File: src/nv_seq_pkg.sv
/*
 Package for the flash self-programming sequencer: register word offsets,
 control field positions, key values, reset values and timing constants.
 Assumes a 32-bit classic Wishbone register bus with byte addressing.
*/
package nv_seq_pkg;
    // Word-aligned byte offsets of the registers
    localparam logic [7:0] OFS_CONTROL = 8'h00;
    localparam logic [7:0] OFS_KEY     = 8'h04;
    localparam logic [7:0] OFS_ADDR_HI = 8'h08;
    localparam logic [7:0] OFS_ADDR_LO = 8'h0c;

    // Control register fields
    localparam int START_BIT  = 15;
    localparam int ENABLE_BIT = 14;
    localparam int ERROR_BIT  = 13;
    localparam int OP_LSB     = 0;
    localparam int OP_WIDTH   = 2;

    localparam logic [1:0] OP_PROGRAM = 2'h1;
    localparam logic [1:0] OP_ERASE   = 2'h2;

    localparam logic [7:0] KEY_FIRST  = 8'h55;
    localparam logic [7:0] KEY_SECOND = 8'haa;

    // Bits of the control register that software may store
    localparam logic [15:0] CONTROL_WRITABLE = 16'h4003;

    localparam logic [15:0] CONTROL_RESET = 16'h0000;
    localparam logic [31:0] TIMER_RESET   = 32'h0;
    localparam logic [7:0]  ADDR_HI_RESET = 8'h00;
    localparam logic [15:0] ADDR_LO_RESET = 16'h0000;

    // Operation times in microseconds, converted to 100 MHz cycles
    localparam int CLK_MHZ          = 100;
    localparam int ERASE_TIME_US    = 20000;
    localparam int PROGRAM_TIME_US  = 50;
    localparam int ERASE_CYCLES     = ERASE_TIME_US * CLK_MHZ;
    localparam int PROGRAM_CYCLES   = PROGRAM_TIME_US * CLK_MHZ;

    typedef enum logic [2:0] {
        ST_IDLE    = 3'b001,
        ST_ERASE   = 3'b010,
        ST_PROGRAM = 3'b100
    } seq_state_e;

    typedef enum logic [2:0] {
        KEY_NONE  = 3'b001,
        KEY_HALF  = 3'b010,
        KEY_ARMED = 3'b100
    } key_state_e;
endpackage : nv_seq_pkg

File: src/flash_self_program_sequencer.sv
/*
 Flash self-programming sequencer: a Wishbone slave holding the control,
 unlock key and 24-bit target address registers, and a timer that runs one
 page erase or one double-word program while stalling the processor.
 Assumes the flash array itself is driven from FLASH_* outputs and that
 the processor honours CPU_STALL.
*/
`timescale 1ns/100ps
module flash_self_program_sequencer
    import nv_seq_pkg::*;
#(
    parameter int ERASE_COUNT   = ERASE_CYCLES,
    parameter int PROGRAM_COUNT = PROGRAM_CYCLES
) (
    input  wire logic        CLK,
    input  wire logic        RST_N,
    input  wire logic        CYC_I,
    input  wire logic        STB_I,
    input  wire logic        WE_I,
    input  wire logic [7:0]  ADR_I,
    input  wire logic [3:0]  SEL_I,
    input  wire logic [31:0] DAT_I,
    output logic      [31:0] DAT_O,
    output logic             ACK_O,
    output logic             CPU_STALL,
    output logic             FLASH_ERASE,
    output logic             FLASH_PROGRAM,
    output logic      [23:0] FLASH_ADDR
);

    ////////////////////////////////////////////////////////////////////////
    // Operation decoding shared by the launch check and the sequencer
    function automatic logic is_erase(input logic [31:0] data);
        return data[OP_LSB +: OP_WIDTH] == OP_ERASE;
    endfunction : is_erase

    function automatic logic is_program(input logic [31:0] data);
        return data[OP_LSB +: OP_WIDTH] == OP_PROGRAM;
    endfunction : is_program

    // A word pair must start at an address whose low two bits are 2
    function automatic logic pair_aligned(input logic [23:0] addr);
        return addr[1:0] == 2'h2;
    endfunction : pair_aligned

    ////////////////////////////////////////////////////////////////////////
    seq_state_e  state;
    seq_state_e  next_state;
    key_state_e  key;
    key_state_e  next_key;
    logic [15:0] control;
    logic [15:0] next_control;
    logic [7:0]  addr_hi;
    logic [7:0]  next_addr_hi;
    logic [15:0] addr_lo;
    logic [15:0] next_addr_lo;
    logic [31:0] timer;
    logic [31:0] next_timer;
    logic [31:0] next_dat;
    logic        next_ack;
    logic        access;
    logic        wr;
    logic        wr_control;
    logic        wr_key;
    logic        wr_addr_hi;
    logic        wr_addr_lo;
    logic        idle;
    logic        launch;
    logic        finish;
    logic [23:0] target_address;

    // Only the low two lanes are implemented; a write needs both lanes
    assign access     = CYC_I && STB_I && !ACK_O;
    assign wr         = access && WE_I && SEL_I[0] && SEL_I[1];
    assign wr_control = wr && (ADR_I == OFS_CONTROL);
    assign wr_key     = wr && (ADR_I == OFS_KEY);
    assign wr_addr_hi = wr && (ADR_I == OFS_ADDR_HI);
    assign wr_addr_lo = wr && (ADR_I == OFS_ADDR_LO);
    assign idle       = (state == ST_IDLE);
    assign target_address = {addr_hi, addr_lo};
    assign finish     = !idle && (timer == 32'h0);

    // Launch needs enable, a valid op, an armed key and a legal alignment
    always_comb begin
        launch = 1'b0;
        if (wr_control && DAT_I[START_BIT] && DAT_I[ENABLE_BIT] && idle
            && key == KEY_ARMED) begin
            if (is_erase(DAT_I))
                launch = 1'b1;
            else if (is_program(DAT_I) && pair_aligned(target_address))
                launch = 1'b1;
        end
    end

    ////////////////////////////////////////////////////////////////////////
    // Unlock tracking: any other write in between throws the key away,
    // and a launch consumes it so a second start needs a fresh unlock
    always_comb begin
        next_key = key;
        if (launch) begin
            next_key = KEY_NONE;
        end else if (wr) begin
            if (wr_key && DAT_I[7:0] == KEY_FIRST)
                next_key = KEY_HALF;
            else if (wr_key && DAT_I[7:0] == KEY_SECOND && key == KEY_HALF)
                next_key = KEY_ARMED;
            else
                next_key = KEY_NONE;
        end
    end

    always_ff @(posedge CLK or negedge RST_N) begin
        if (!RST_N)
            key <= KEY_NONE;
        else
            key <= next_key;
    end

    ////////////////////////////////////////////////////////////////////////
    // Target address; frozen while an operation runs so the flash array
    // never sees its address move under it
    always_comb begin
        next_addr_hi = addr_hi;
        next_addr_lo = addr_lo;
        if (wr_addr_hi && idle)
            next_addr_hi = DAT_I[7:0];
        if (wr_addr_lo && idle)
            next_addr_lo = DAT_I[15:0];
    end

    always_ff @(posedge CLK or negedge RST_N) begin
        if (!RST_N) begin
            addr_hi <= ADDR_HI_RESET;
            addr_lo <= ADDR_LO_RESET;
        end else begin
            addr_hi <= next_addr_hi;
            addr_lo <= next_addr_lo;
        end
    end

    ////////////////////////////////////////////////////////////////////////
    // Sequencer: the timer is loaded with count minus one so that the
    // operation lasts exactly the configured number of cycles
    always_comb begin
        next_state   = state;
        next_timer   = timer;
        next_control = control;
        if (wr_control && idle) begin
            next_control = DAT_I[15:0] & CONTROL_WRITABLE;
            // A refused start is flagged instead of running
            next_control[ERROR_BIT] = DAT_I[START_BIT] && !launch;
        end
        case (state)
            ST_IDLE: begin
                if (launch) begin
                    next_control[START_BIT] = 1'b1;
                    if (is_erase(DAT_I)) begin
                        next_state = ST_ERASE;
                        next_timer = 32'(ERASE_COUNT - 1);
                    end else begin
                        next_state = ST_PROGRAM;
                        next_timer = 32'(PROGRAM_COUNT - 1);
                    end
                end
            end
            ST_ERASE, ST_PROGRAM: begin
                if (finish) begin
                    next_state = ST_IDLE;
                    next_control[START_BIT] = 1'b0;
                end else begin
                    next_timer = timer - 32'h1;
                end
            end
            default: begin
                next_state = ST_IDLE;
                next_timer = TIMER_RESET;
                next_control[START_BIT] = 1'b0;
            end
        endcase
    end

    always_ff @(posedge CLK or negedge RST_N) begin
        if (!RST_N) begin
            state   <= ST_IDLE;
            timer   <= TIMER_RESET;
            control <= CONTROL_RESET;
        end else begin
            state   <= next_state;
            timer   <= next_timer;
            control <= next_control;
        end
    end

    ////////////////////////////////////////////////////////////////////////
    // Register bus reads; the key register always reads zero
    always_comb begin
        next_ack = access;
        next_dat = 32'h0;
        if (access && !WE_I) begin
            case (ADR_I)
                OFS_CONTROL: next_dat = {16'h0, control};
                OFS_KEY:     next_dat = 32'h0;
                OFS_ADDR_HI: next_dat = {24'h0, addr_hi};
                OFS_ADDR_LO: next_dat = {16'h0, addr_lo};
                default:     next_dat = 32'h0;
            endcase
        end
    end

    always_ff @(posedge CLK or negedge RST_N) begin
        if (!RST_N) begin
            ACK_O <= 1'b0;
            DAT_O <= 32'h0;
        end else begin
            ACK_O <= next_ack;
            DAT_O <= next_dat;
        end
    end

    ////////////////////////////////////////////////////////////////////////
    assign CPU_STALL     = !idle;
    assign FLASH_ERASE   = (state == ST_ERASE);
    assign FLASH_PROGRAM = (state == ST_PROGRAM);
    assign FLASH_ADDR    = target_address;

endmodule : flash_self_program_sequencer

File: config.mk
export PLATFORM = sky130hd
export DESIGN_NAME = flash_self_program_sequencer
export DESIGN_NICKNAME = d
export VERILOG_FILES = /design/src/nv_seq_pkg.sv /design/src/flash_self_program_sequencer.sv
export SDC_FILE = /design/constraint.sdc
export NUM_CORES = 1
export LEC_CHECK = 0
export BUFFER_PORTS_ARGS = -buffer_cell sky130_fd_sc_hd__clkbuf_2
export CORE_UTILIZATION = 41
export DETAILED_ROUTE_END_ITERATION = 10
export HOLD_SLACK_MARGIN = 0.12
export PLACE_DENSITY_LB_ADDON = 0.15
export SYNTH_ARGS = -nofsm -noshare
export SYNTH_HDL_FRONTEND = slang
export SYNTH_SLANG_ARGS = --single-unit
File: constraint.sdc
create_clock -name CLK -period 4.4 [get_ports CLK]
set_clock_uncertainty 0.1 [all_clocks]
set_input_delay 0.66 -clock CLK [delete_from_list [all_inputs] [get_ports CLK]]
set_output_delay 0.66 -clock CLK [all_outputs]
set_load 0.02 [all_outputs]
# ---- Word level (Yosys, flattened, before mapping)
# Cells that the tools add are included.
# W data, S select, Z words.
dict set report op_classes {
  reduce_logical 33
  eq_ne 16
  add_sub_neg 1
  mux 21
}
# operator count
set op_table {}
lappend op_table {{$mux W32} 2}
lappend op_table {{$pmux W32 S2} 1}
lappend op_table {{$pmux W16 S3} 1}
lappend op_table {{$logic_not A32 Y1} 1}
lappend op_table {{$mux W16} 2}
lappend op_table {{$sub A32 B1 Y32 const B} 1}
lappend op_table {{$logic_and A1 B1 Y1} 23}
lappend op_table {{$mux W21} 1}
lappend op_table {{$mux W3} 7}
lappend op_table {{$eq A8 B4 Y1 const B} 2}
lappend op_table {{$eq A8 B3 Y1 const B} 1}
lappend op_table {{$eq A8 B7 Y1 const B} 1}
lappend op_table {{$eq A8 B8 Y1 const B} 1}
lappend op_table {{$logic_not A8 Y1} 1}
lappend op_table {{$eq A3 B2 Y1 const B} 2}
lappend op_table {{$eq A3 B3 Y1 const B} 2}
lappend op_table {{$pmux W3 S2} 1}
lappend op_table {{$mux W1} 5}
lappend op_table {{$eq A2 B2 Y1 const B} 2}
lappend op_table {{$logic_not A1 Y1} 4}
lappend op_table {{$ne A2 B2 Y1 const B} 2}
lappend op_table {{$reduce_and A2 Y1} 2}
lappend op_table {{$eq A3 B1 Y1 const B} 1}
lappend op_table {{$eq A2 B1 Y1 const B} 1}
lappend op_table {{other kinds (4)} 4}
dict set report word_totals {
  word_cells 80
  out_inout_bits 60
  inputBits 49
  ff_bits 100
}

# ---- Depth between registers and ports, before layout
# Gate-level depths: netlist of the first run.
dict set report depth {
  ltp_word 16
  mapped_depth 9
  depth_no_buf 7
}

# ---- Worst setup path before layout of the first run
# Ideal clock, no wire load.
dict set report synth_path {
  kind {input to register}
  from {input ADR_I[1]}
  to {register addr_lo[10]}
  path_buffers 2
  required_ns 4.175
  stages 6
  setup_time_ns 0.125
  arrival_ns 2.471
  slack_ns 1.705
  path_cell_list {or4_1 nor4_4 and3_1 buf_2 buf_2 mux2_2}
}
dict set report synth_between {
  elab_chain_len 3
}
# item line_no
set synth_rtl {}
lappend synth_rtl {{start, declared} flash_self_program_sequencer.sv:20} ;# input wire logic [7:0] ADR_I,
lappend synth_rtl {{$eq A8 B4 Y1} flash_self_program_sequencer.sv:78} ;# assign wr_addr_lo = wr && (ADR_I == OFS_ADDR_LO);
lappend synth_rtl {{$logic_and A1 B1 Y1} flash_self_program_sequencer.sv:78}
lappend synth_rtl {{$logic_and A1 B1 Y1} flash_self_program_sequencer.sv:127} ;# if (wr_addr_lo && idle)
lappend synth_rtl {{end signal, assigned} flash_self_program_sequencer.sv:137} ;# addr_lo <= next_addr_lo;
lappend synth_rtl {{end, declared} flash_self_program_sequencer.sv:55} ;# logic [15:0] addr_lo;
# Every way passes these cells.
# A chain may end at the register's enable or synchronous reset.

# ---- Worst setup path after layout of the first run
dict set report layout_path {
  from {register timer[13]}
  to {register timer[27]}
}
dict set report layout_between {
  elab_chain_len 4
  elab_cells_between_ends 7
  cone_classes {add/sub (1); eq/ne (1); mux (2); reduce/logical (3)}
}
# item line_no
set layout_rtl {}
lappend layout_rtl {{start, declared} flash_self_program_sequencer.sv:57} ;# logic [31:0] timer;
lappend layout_rtl {{start signal, assigned} flash_self_program_sequencer.sv:189} ;# timer <= next_timer;
lappend layout_rtl {{branches (longest 4 deep; another with $sub A32 B1 Y32)} -}
# Several ways; the timed one is not identified. The select of a mux whose other input is x is not followed.

==> impl_metrics.csv, run 1 <==
group,metric,value,unit
clock_tree,clockBufferDepth,2,
yosys,ys.flop_type,"dfrtp_1",
route,wire_per_inst,16.5,um
floorplanning,dieHeight,105,um
route,vias,3449,
pwr,sw_frac_of_total,0.272,
clock_tree,cts.sinks,84,
pwr,p_comb_frac,0.051,
setup_path,slowest_delay,860,ps
timing,max_slew_margin,0.289,
global_routing,grt_pass1_wl,16800,um
route,ant_nets,0,
clock_tree,postCtsSetupRepairBufs,0,
yosys,synthCells,405,
timing,final.setup.tns,0,ps
yosys,synth-edff-count,0,
setup_path,path_class,"reg -> reg",
layout,layout-drive-gt1-share,0.289,
timing,slew_violations,0,
pwr,sequentialPowerShare,0.560,
setup_path,crit_buf_inv,0,
global_routing,grt_max_degree,85,
layout,nets,524,
yosys,ys_seq_area_frac,0.485,
setup_path,critPathArrivalTime,3330,ps
setup_path,worstPathCellList,"nor4_2 -> nand4_1 -> nor4_4 -> or2_1 -> a221o_1",
global_routing,grt_pass1_vias,3291,
yosys,yosysWarnings,0,
setup_path,r2r_start,"timer[13]$_DFFE_PN0P_",
floorplanning,core-area,10300,um^2
floorplanning,dieArea,11000,um^2
route,first_pass_iters,6,
global_routing,overflow,0,
route,drc,0,
floorplanning,die_x,105,um
clock_tree,cts_tree,"built",
setup_path,cp_top_family,"simple AND/OR/NAND/NOR gates",
setup_path,r2r_end,"timer[27]$_DFFE_PN0P_",
clock_tree,cts_root_buffer,"clkbuf_8",
timing,tightest_slew,1070,ps
place,port_buffers,74,
pwr,p_sw,378,uW
setup_path,required,4600,ps
setup_path,reg2reg_depth,5,
global_routing,antenna_found_initial,0,
place,globalplace.congestion,0.762,
timing,setup_viol,0,
status,outcome,"finished clean",
yosys,synthesis.area,4340,um^2
clock_tree,cts_resized,0,
setup_path,reg2reg_slack,1270,ps
clock_tree,clock_latency,360,ps
place,dp_hpwl,6880,um
route,drtIter0Drc,159,
pwr,p_leak,2.48,nW
floorplanning,rows,37,
pwr,p_int,1.01,mW
yosys,avgSynthCellArea,10.7,um^2
setup_path,crit_fanout,14,
route,drt_wl_total,10100,um
yosys,synth_cell_types,64,
clock_tree,htree_levels,3,
setup_path,slowest_stage,"nor4_4",
min_path,hold_path.class,"in -> async",
pwr,power_density,283,nW/um^2
timing,rsz0062_at_grt,"no",
pwr,p_clk_frac,0.389,
timing,period_share,0.712,
floorplanning,initial_core_util,0.422,
layout,final_cell_area,4900,um^2
yosys,ys_seq_elements,84,
layout,utilization,0.477,
flow_run,drv_cap,0,
floorplanning,ios,109,
route,avgViaCountPerCell,5.62,
yosys,async_flop_share,1.00,
timing,hold_slack,378,ps
global_routing,gr-usage-all-layers,0.194,
place,post_dp_cell_area,4720,um^2
clock_tree,cts_hold_buf,0,
pwr,vdd_drop_max,0.148,mV
setup_path,cp-end-kind,"flip-flop",
clock_tree,clk_pin_slew,90,ps
timing,finalHoldViolCount,0,
setup_path,startpoint_type,"flip-flop",
place,pre_cts_ws,1130,ps
layout,syn_to_final_growth,13.0,%
layout,insertedDiodeCount,0,
timing,fin_ws,1270,ps
timing,period_needed,3130,ps
clock_tree,cts_buffers,9,
timing,fmax,319,MHz
[how the worst max path moves through the flow]
stage,start,endpoint,slack (ps),depth (start not counted)
after floorplan,ADR_I[1],addr_lo[10]$_DFFE_PN0P_,1700,6
after global placement,ADR_I[1],timer[24]$_DFFE_PN0P_,1120,7
after detailed placement,ADR_I[1],timer[26]$_DFFE_PN0P_,1130,7
after CTS,timer[13]$_DFFE_PN0P_,timer[27]$_DFFE_PN0P_,1330,5
after global routing,timer[13]$_DFFE_PN0P_,timer[27]$_DFFE_PN0P_,1060,5
final,timer[13]$_DFFE_PN0P_,timer[27]$_DFFE_PN0P_,1270,5
[cell usage after synthesis (all sizes together), types with 2 or more instances]
cell     instances  area share
a211o            4      0.0081
a211oi           2      0.0035
a21o             3      0.0052
a21oi           19       0.022
a22oi            3      0.0052
a2bb2oi          6       0.012
a31oi           20       0.029
a41oi            4       0.012
and2             7       0.010
and3             4      0.0058
and4             3      0.0061
buf             28       0.048
clkbuf           6      0.0052
dfrtp           82        0.47
dfstp            2       0.012
ha               2      0.0058
inv              6      0.0052
mux2            27       0.070
mux2i            8       0.018
nand2           11      0.0095
nand2b           4      0.0058
nand3            5      0.0058
nand3b           2      0.0035
nand4            2      0.0029
nand4b           3      0.0061
nor2            36       0.032
nor2b            4      0.0058
nor3            18       0.021
nor3b            5      0.0098
nor4             9       0.021
nor4b            2      0.0040
nor4bb           3      0.0069
o21ai           12       0.014
o22a             5       0.010
o22ai            5      0.0072
o311a            2      0.0046
o31a             3      0.0061
o31ai            9       0.017
or2              6      0.0087
or3              5      0.0072
or4              7       0.014
[routing by layer]
| metal | GRT usage | wire length (um) | up-vias |
|---|---|---|---|
| li1 | - | - | 1636 |
| met1 | 0.256 | 4640 | 1721 |
| met2 | 0.317 | 4950 | 81 |
| met3 | 0.0474 | 423 | 11 |
| met4 | 0.0553 | 120 | 0 |
| met5 | 0 | 0 | - |
[flip-flops by register name, summed over array words and instances, names as in the netlist]
name and cells:
addr_hi 8, key 3, timer 32, state 3, control 5, ACK_O 1, addr_lo 16, DAT_O 16
[power by group through the flow]
stage / sequential (mW) / combinational, mW / clock [mW]
global route: 0.779 / 0.0794 / 0.589
global placement: 0.793 / 0.0713 / 0
finish: 0.778 / 0.0705 / 0.540
detailed placement: 0.794 / 0.0722 / 0
floorplan: 0.795 / 0.0416 / 0
CTS: 0.778 / 0.0724 / 0.557
[placed cells by master, fill, tap and decap left out, drive strengths merged, types with 5 or more instances in the layout]
cell,instances
a31oi,20
o22ai,5
or2,6
o22a,5
dfrtp,82
nor2,36
nor4,9
or4,7
a2bb2oi,6
and2,7
nand3,5
o31ai,9
conb,16
mux2i,8
nor3,18
o21ai,12
nand2,11
mux2,27
clkbuf,82
or3,5
nor3b,5
inv,10
a21oi,19
[cells by family (layout without fill, tap and decap cells)]
family / count (synthesis) / count (layout) / synth area share
XOR/XNOR: 1 / 1 / 0.00202
other: 1 / 16 / 0.000864
flip-flops: 84 / 84 / 0.485
AND/OR/NAND/NOR: 140 / 140 / 0.194
buffers and inverters: 40 / 98 / 0.0583
adder cells (fa/ha/maj): 2 / 2 / 0.00577
multiplexers: 35 / 35 / 0.0885
AO/OA/AOI/OAI: 102 / 102 / 0.165
[stage by stage]
| step | std cells | power (mW) |
|---|---|---|
| after global placement | 598 | 0.865 |
| after global routing | 614 | 1.45 |
| after detailed placement | 598 | 0.866 |
| final | 614 | 1.39 |
| after floorplan | 420 | 0.836 |
| after CTS | 614 | 1.41 |
[final cells by class]
type,instances,area [um^2]
Clock buffer,9,124
Timing Repair Buffer,76,388
Inverter,6,22.5
Fill cell,999,5370
Tap cell,136,170
Clock inverter,7,57.6
Sequential cell,84,2100
Multi-Input combinational cell,296,2040
Note: power is estimated with default switching activity, not from simulation.
==> run 2, diff against run 1 <==
==> constraint.sdc (replaced) <==
create_clock -name CLK -period 2.8 [get_ports CLK]
set_clock_uncertainty 0.1 [all_clocks]
set_input_delay 0.42 -clock CLK [delete_from_list [all_inputs] [get_ports CLK]]
set_output_delay 0.42 -clock CLK [all_outputs]
set_load 0.02 [all_outputs]
==> run 2 against run 1 <==
Sequential power is 57% higher. Combinational power grew 69%. Utilization is 2.6 points higher. Register-to-register slack lost 1100 ps. First-iteration DRC count up 14%. Largest power group unchanged.
==> impl_metrics.csv, run 2 (same netlist as run 1, synthesis figures left out) <==
group,metric,value,unit
setup_path,required,2910,ps
route,ant_nets,0,
global_routing,gr-usage-all-layers,0.199,
layout,insertedDiodeCount,0,
clock_tree,postCtsSetupRepairBufs,0,
pwr,p_int,1.68,mW
timing,setup_viol,0,
route,vias,3528,
pwr,sw_frac_of_total,0.252,
layout,syn_to_final_growth,19.1,%
floorplanning,dieHeight,105,um
place,dp_hpwl,7500,um
global_routing,grt_max_degree,50,
clock_tree,cts_tree,"built",
setup_path,r2r_start,"timer[5]$_DFFE_PN0P_",
pwr,finalPower,2.24,mW
route,first_pass_iters,4,
min_path,hold_path.class,"in -> reg",
clock_tree,clockBufferDepth,2,
timing,finalHoldViolCount,0,
timing,tightest_slew,746,ps
route,drc,0,
timing,fmax,376,MHz
setup_path,r2r_end,"timer[23]$_DFFE_PN0P_",
place,place_inst,626,
setup_path,path_class,"reg -> reg",
min_path,hold-path-endpoint,"addr_lo[11]$_DFFE_PN0P_",
timing,rsz0062_at_grt,"no",
layout,largest_reg_flops,32,
timing,period_share,0.950,
floorplanning,ios,109,
pwr,power_density,434,nW/um^2
timing,max_slew_margin,0.502,
clock_tree,cts.sinks,84,
min_path,whs_path_depth,2,
pwr,sequentialPowerShare,0.546,
floorplanning,dieArea,11000,um^2
setup_path,critPathArrivalTime,2770,ps
place,port_buffers,74,
clock_tree,cts_resized,0,
clock_tree,cts_buffers,9,
global_routing,grt_pass1_wl,17400,um
clock_tree,clk_pin_slew,90,ps
setup_path,reg2reg_slack,140,ps
pwr,p_leak,2.64,nW
flow_run,drv_cap,0,
setup_path,startpoint_type,"flip-flop",
layout,final_common_cell,"dfrtp_1",
setup_path,cp-end-kind,"flip-flop",
pwr,vdd_drop_max,0.261,mV
clock_tree,htree_levels,3,
global_routing,grt_pass1_vias,3474,
route,wire_per_inst,16.2,um
pwr,p_sw,564,uW
setup_path,reg2reg_depth,6,
clock_tree,cts_hold_buf,1,
layout,nFillCells,991,
floorplanning,die_x,105,um
layout,largestRegisters,"timer: 32 flops, DAT_O: 16 flops, addr_lo: 16 flops",
setup_path,crit_fanout,17,
timing,final.setup.tns,0,ps
layout,final_cells,643,
pwr,p_clk_frac,0.401,
layout,regMostFlops,"timer",
floorplanning,initial_core_util,0.422,
global_routing,antenna_found_initial,0,
layout,nets,553,
route,avgViaCountPerCell,5.49,
place,globalplace.congestion,0.798,
min_path,hp-start,"DAT_I[11]",
route,drt_wl_total,10400,um
floorplanning,rows,37,
timing,period_needed,2660,ps
global_routing,overflow,0,
status,outcome,"finished clean",
layout,layout-drive-gt1-share,0.327,
layout,layout_common_cells,"82 x dfrtp_1, 73 x clkbuf_2, 35 x nor2_1",
timing,slew_violations,0,
clock_tree,clock_latency,360,ps
route,drtIter0Drc,181,
pwr,p_comb_frac,0.053,
clock_tree,cts_root_buffer,"clkbuf_8",
floorplanning,core-area,10300,um^2
## run 2: critical path: stages, from the launching register on
cell	delay, ps
dfrtp_1	410
or4_4	540
or4_4	470
o31a_1	510
buf_4	260
a41oi_2	150
a31oi_1	70
## run 2: through the flow
step	instance area, um^2	hold WS (ps)	setup slack [ps]	util
after floorplan	4390	24.4	345	-
after global placement	4960	312	127	0.482
after detailed placement	4960	314	43.6	0.482
after CTS	5170	173	141	0.503
after global routing	5170	174	39.7	0.503
final	5170	179	141	0.503
## run 2: cell type report
class	count	area, um^2	share of cell area
sequential	84	2100	0.407
multi-input combinational	296	2040	0.394
timing repair buffer	105	633	0.123
tap	136	170	0.0329
clock buffer	9	124	0.0240
clock inverter	7	75.1	0.0145
inverter	6	22.5	0.00436
## run 2: worst max-delay path by stage
| stage | endpoint | slack (ps) | startpoint | cells past startpoint |
|---|---|---|---|---|
| after floorplan | addr_lo[10]$_DFFE_PN0P_ | 340 | ADR_I[1] | 6 |
| after global placement | timer[24]$_DFFE_PN0P_ | 130 | ADR_I[1] | 6 |
| after detailed placement | timer[11]$_DFFE_PN0P_ | 40 | ADR_I[1] | 6 |
| after CTS | timer[23]$_DFFE_PN0P_ | 140 | timer[5]$_DFFE_PN0P_ | 6 |
| after global routing | timer[22]$_DFFE_PN0P_ | 40 | timer[5]$_DFFE_PN0P_ | 6 |
| final | timer[23]$_DFFE_PN0P_ | 140 | timer[5]$_DFFE_PN0P_ | 6 |
## run 2: routing by layer
metal / wire, um / part of all wire / track usage
met5: 0 / 0 / 0
met4: 127 / 0.012 / 0.0755
met3: 410 / 0.039 / 0.0337
met2: 5010 / 0.48 / 0.323
met1: 4860 / 0.47 / 0.265
## run 2: power by group through the flow
stage                     clock network [mW]  registers [mW]  logic, mW
after global routing                   0.960            1.22      0.135
final                                  0.899            1.22      0.119
after global placement                     0            1.25      0.119
after detailed placement                   0            1.25      0.121
after floorplan                            0            1.25     0.0654
after CTS                              0.912            1.22      0.122
==> run 3, diff against run 2 <==
--- a/config.mk
+++ b/config.mk
@@ -10,6 +10,7 @@
 export DETAILED_ROUTE_END_ITERATION = 10
 export HOLD_SLACK_MARGIN = 0.12
 export PLACE_DENSITY_LB_ADDON = 0.15
+export RECOVER_POWER = 50
 export SYNTH_ARGS = -nofsm -noshare
 export SYNTH_HDL_FRONTEND = slang
 export SYNTH_SLANG_ARGS = --single-unit
==> run 3 against run 2 <==
Critical path depth unchanged. Largest power group unchanged. Fmax is 0.10% higher. Hold slack about the same. Count of clock-buffer cells in the layout is the same. Critical path type unchanged. Via count is 0.23% higher.
==> impl_metrics.csv, run 3 (same netlist as run 1, synthesis figures left out) <==
group,metric,value,unit
status,outcome,"finished clean",
flow_run,drv_cap,0,
layout,layout_common_cells,"82 x dfrtp_1, 52 x clkbuf_2, 35 x nor2_1",
clock_tree,clock_latency,360,ps
global_routing,met2_usage,0.323,
route,avgViaCountPerCell,5.50,
global_routing,gr-usage-all-layers,0.199,
setup_path,slowest_stage,"or4_4",
global_routing,busiest_layer,"met2",
timing,slew_violations,0,
route,wire_per_inst,16.1,um
setup_path,endpoint,"timer[16]$_DFFE_PN0P_",
pwr,sw_frac_of_total,0.252,
pwr,sequentialPowerShare,0.547,
setup_path,reg2reg_depth,6,
pwr,p_sw,563,uW
timing,rsz0062_at_grt,"no",
place,dp_hpwl,7500,um
clock_tree,cts.sinks,84,
timing,max_slew_margin,0.398,
place,globalplace.congestion,0.798,
global_routing,grt_pass1_wl,17400,um
timing,period_share,0.949,
pwr,p_int,1.67,mW
place,post_dp_cell_area,4960,um^2
layout,final_cell_area,5120,um^2
route,first_pass_iters,4,
setup_path,required,2910,ps
floorplanning,rows,37,
layout,largestRegisters,"timer: 32 flops, DAT_O: 16 flops, addr_lo: 16 flops",
place,port_buffers,74,
setup_path,reg2reg_slack,140,ps
min_path,hold_path.class,"in -> reg",
global_routing,antenna_found_initial,0,
clock_tree,cts_root_buffer,"clkbuf_8",
timing,tightest_slew,904,ps
pwr,p_comb_frac,0.052,
timing,final.setup.tns,0,ps
route,drt_wl_total,10400,um
place,pre_cts_ws,43.6,ps
route,drtIter0Drc,151,
route,ant_nets,0,
layout,final_common_cell,"dfrtp_1",
layout,layout-drive-gt1-share,0.284,
global_routing,use_met3,0.0337,
route,drc,0,
layout,syn_to_final_growth,18.1,%
clock_tree,postCtsSetupRepairBufs,0,
clock_tree,clk_pin_slew,90,ps
clock_tree,cts_buffers,9,
timing,setup_viol,0,
floorplanning,core-area,10300,um^2
setup_path,slowest_delay,540,ps
pwr,p_clk_frac,0.402,
floorplanning,ios,109,
layout,insertedDiodeCount,0,
pwr,p_leak,2.56,nW
pwr,power_density,437,nW/um^2
setup_path,cp-startpoint,"timer[5]$_DFFE_PN0P_",
layout,nets,553,
route,vias,3536,
floorplanning,die_x,105,um
setup_path,cp-end-kind,"flip-flop",
clock_tree,clockBufferDepth,2,
setup_path,path_class,"reg -> reg",
floorplanning,dieArea,11000,um^2
timing,period_needed,2660,ps
floorplanning,initial_core_util,0.422,
global_routing,gr-usage-met1,0.265,
layout,nFillCells,1005,
timing,fmax,376,MHz
timing,fin_ws,143,ps
layout,largest_reg_flops,32,
timing,finalHoldViolCount,0,
clock_tree,cts_tree,"built",
global_routing,grt_max_degree,50,
global_routing,overflow,0,
global_routing,grt_pass1_vias,3474,
setup_path,critPathArrivalTime,2770,ps
layout,regMostFlops,"timer",
setup_path,crit_fanout,17,
pwr,vdd_drop_max,0.261,mV
setup_path,r2r_start,"timer[5]$_DFFE_PN0P_",
setup_path,r2r_end,"timer[16]$_DFFE_PN0P_",
setup_path,worstPathCellList,"or4_4 -> or4_4 -> o31a_1 -> buf_4 -> a31oi_1 -> a31oi_1",
clock_tree,htree_levels,3,
floorplanning,dieHeight,105,um
setup_path,startpoint_type,"flip-flop",
-- run 3: routing by layer --
| metal | vias to the layer above | share of wire |
|---|---|---|
| li1 | 1686 | - |
| met5 | - | 0 |
| met1 | 1752 | 0.47 |
| met2 | 83 | 0.48 |
| met4 | 0 | 0.014 |
| met3 | 15 | 0.039 |
-- run 3: power groups by stage --
stage	sequential [mW]	clock (mW)	combinational, mW
after floorplan	1.25	0	0.0654
after global placement	1.25	0	0.119
after detailed placement	1.25	0	0.121
after CTS	1.22	0.912	0.122
after global routing	1.22	0.960	0.132
final	1.22	0.898	0.116
-- run 3: final cells by class --
| type | count | area (um^2) | area share |
|---|---|---|---|
| Clock buffer | 9 | 124 | 0.0242 |
| Clock inverter | 7 | 75.1 | 0.0147 |
| Inverter | 6 | 22.5 | 0.00440 |
| Multi-Input combinational cell | 296 | 2040 | 0.398 |
| Sequential cell | 84 | 2100 | 0.411 |
| Tap cell | 136 | 170 | 0.0332 |
| Timing Repair Buffer | 105 | 591 | 0.115 |
-- run 3: worst max-delay path: cells and delay by family (launching register included) --
kind | cells | cell delay, ps
compound gates | 3 | 740
flops | 1 | 410
simple gates | 2 | 1010
buf+inv | 1 | 260
-- run 3: worst min path at each step --
stage | from | to | depth (start not counted)
4_1_cts | DAT_I[11] | addr_lo[11]$_DFFE_PN0P_ | 2
2_1_floorplan | RST_N | ACK_O$_DFF_PN0_ | 0
6_report | DAT_I[11] | addr_lo[11]$_DFFE_PN0P_ | 2
3_3_place_gp | RST_N | timer[22]$_DFFE_PN0P_ | 1
5_1_grt | DAT_I[8] | addr_lo[8]$_DFFE_PN0P_ | 2
3_5_place_dp | RST_N | timer[22]$_DFFE_PN0P_ | 1
-- run 3: through the flow --
stage / hold WS [ps] / power [mW] / utilization / cells
after floorplan: 24.4 / 1.31 / - / 420
after global placement: 312 / 1.37 / 0.482 / 626
after detailed placement: 314 / 1.37 / 0.482 / 626
after CTS: 173 / 2.26 / 0.503 / 643
after global routing: 174 / 2.32 / 0.499 / 643
final: 179 / 2.24 / 0.499 / 643
-- run 3: what timing repair did --
item,CTS,global route
hold buffers,1,0
hold endpoints to repair,34,0
resized for setup,0,0
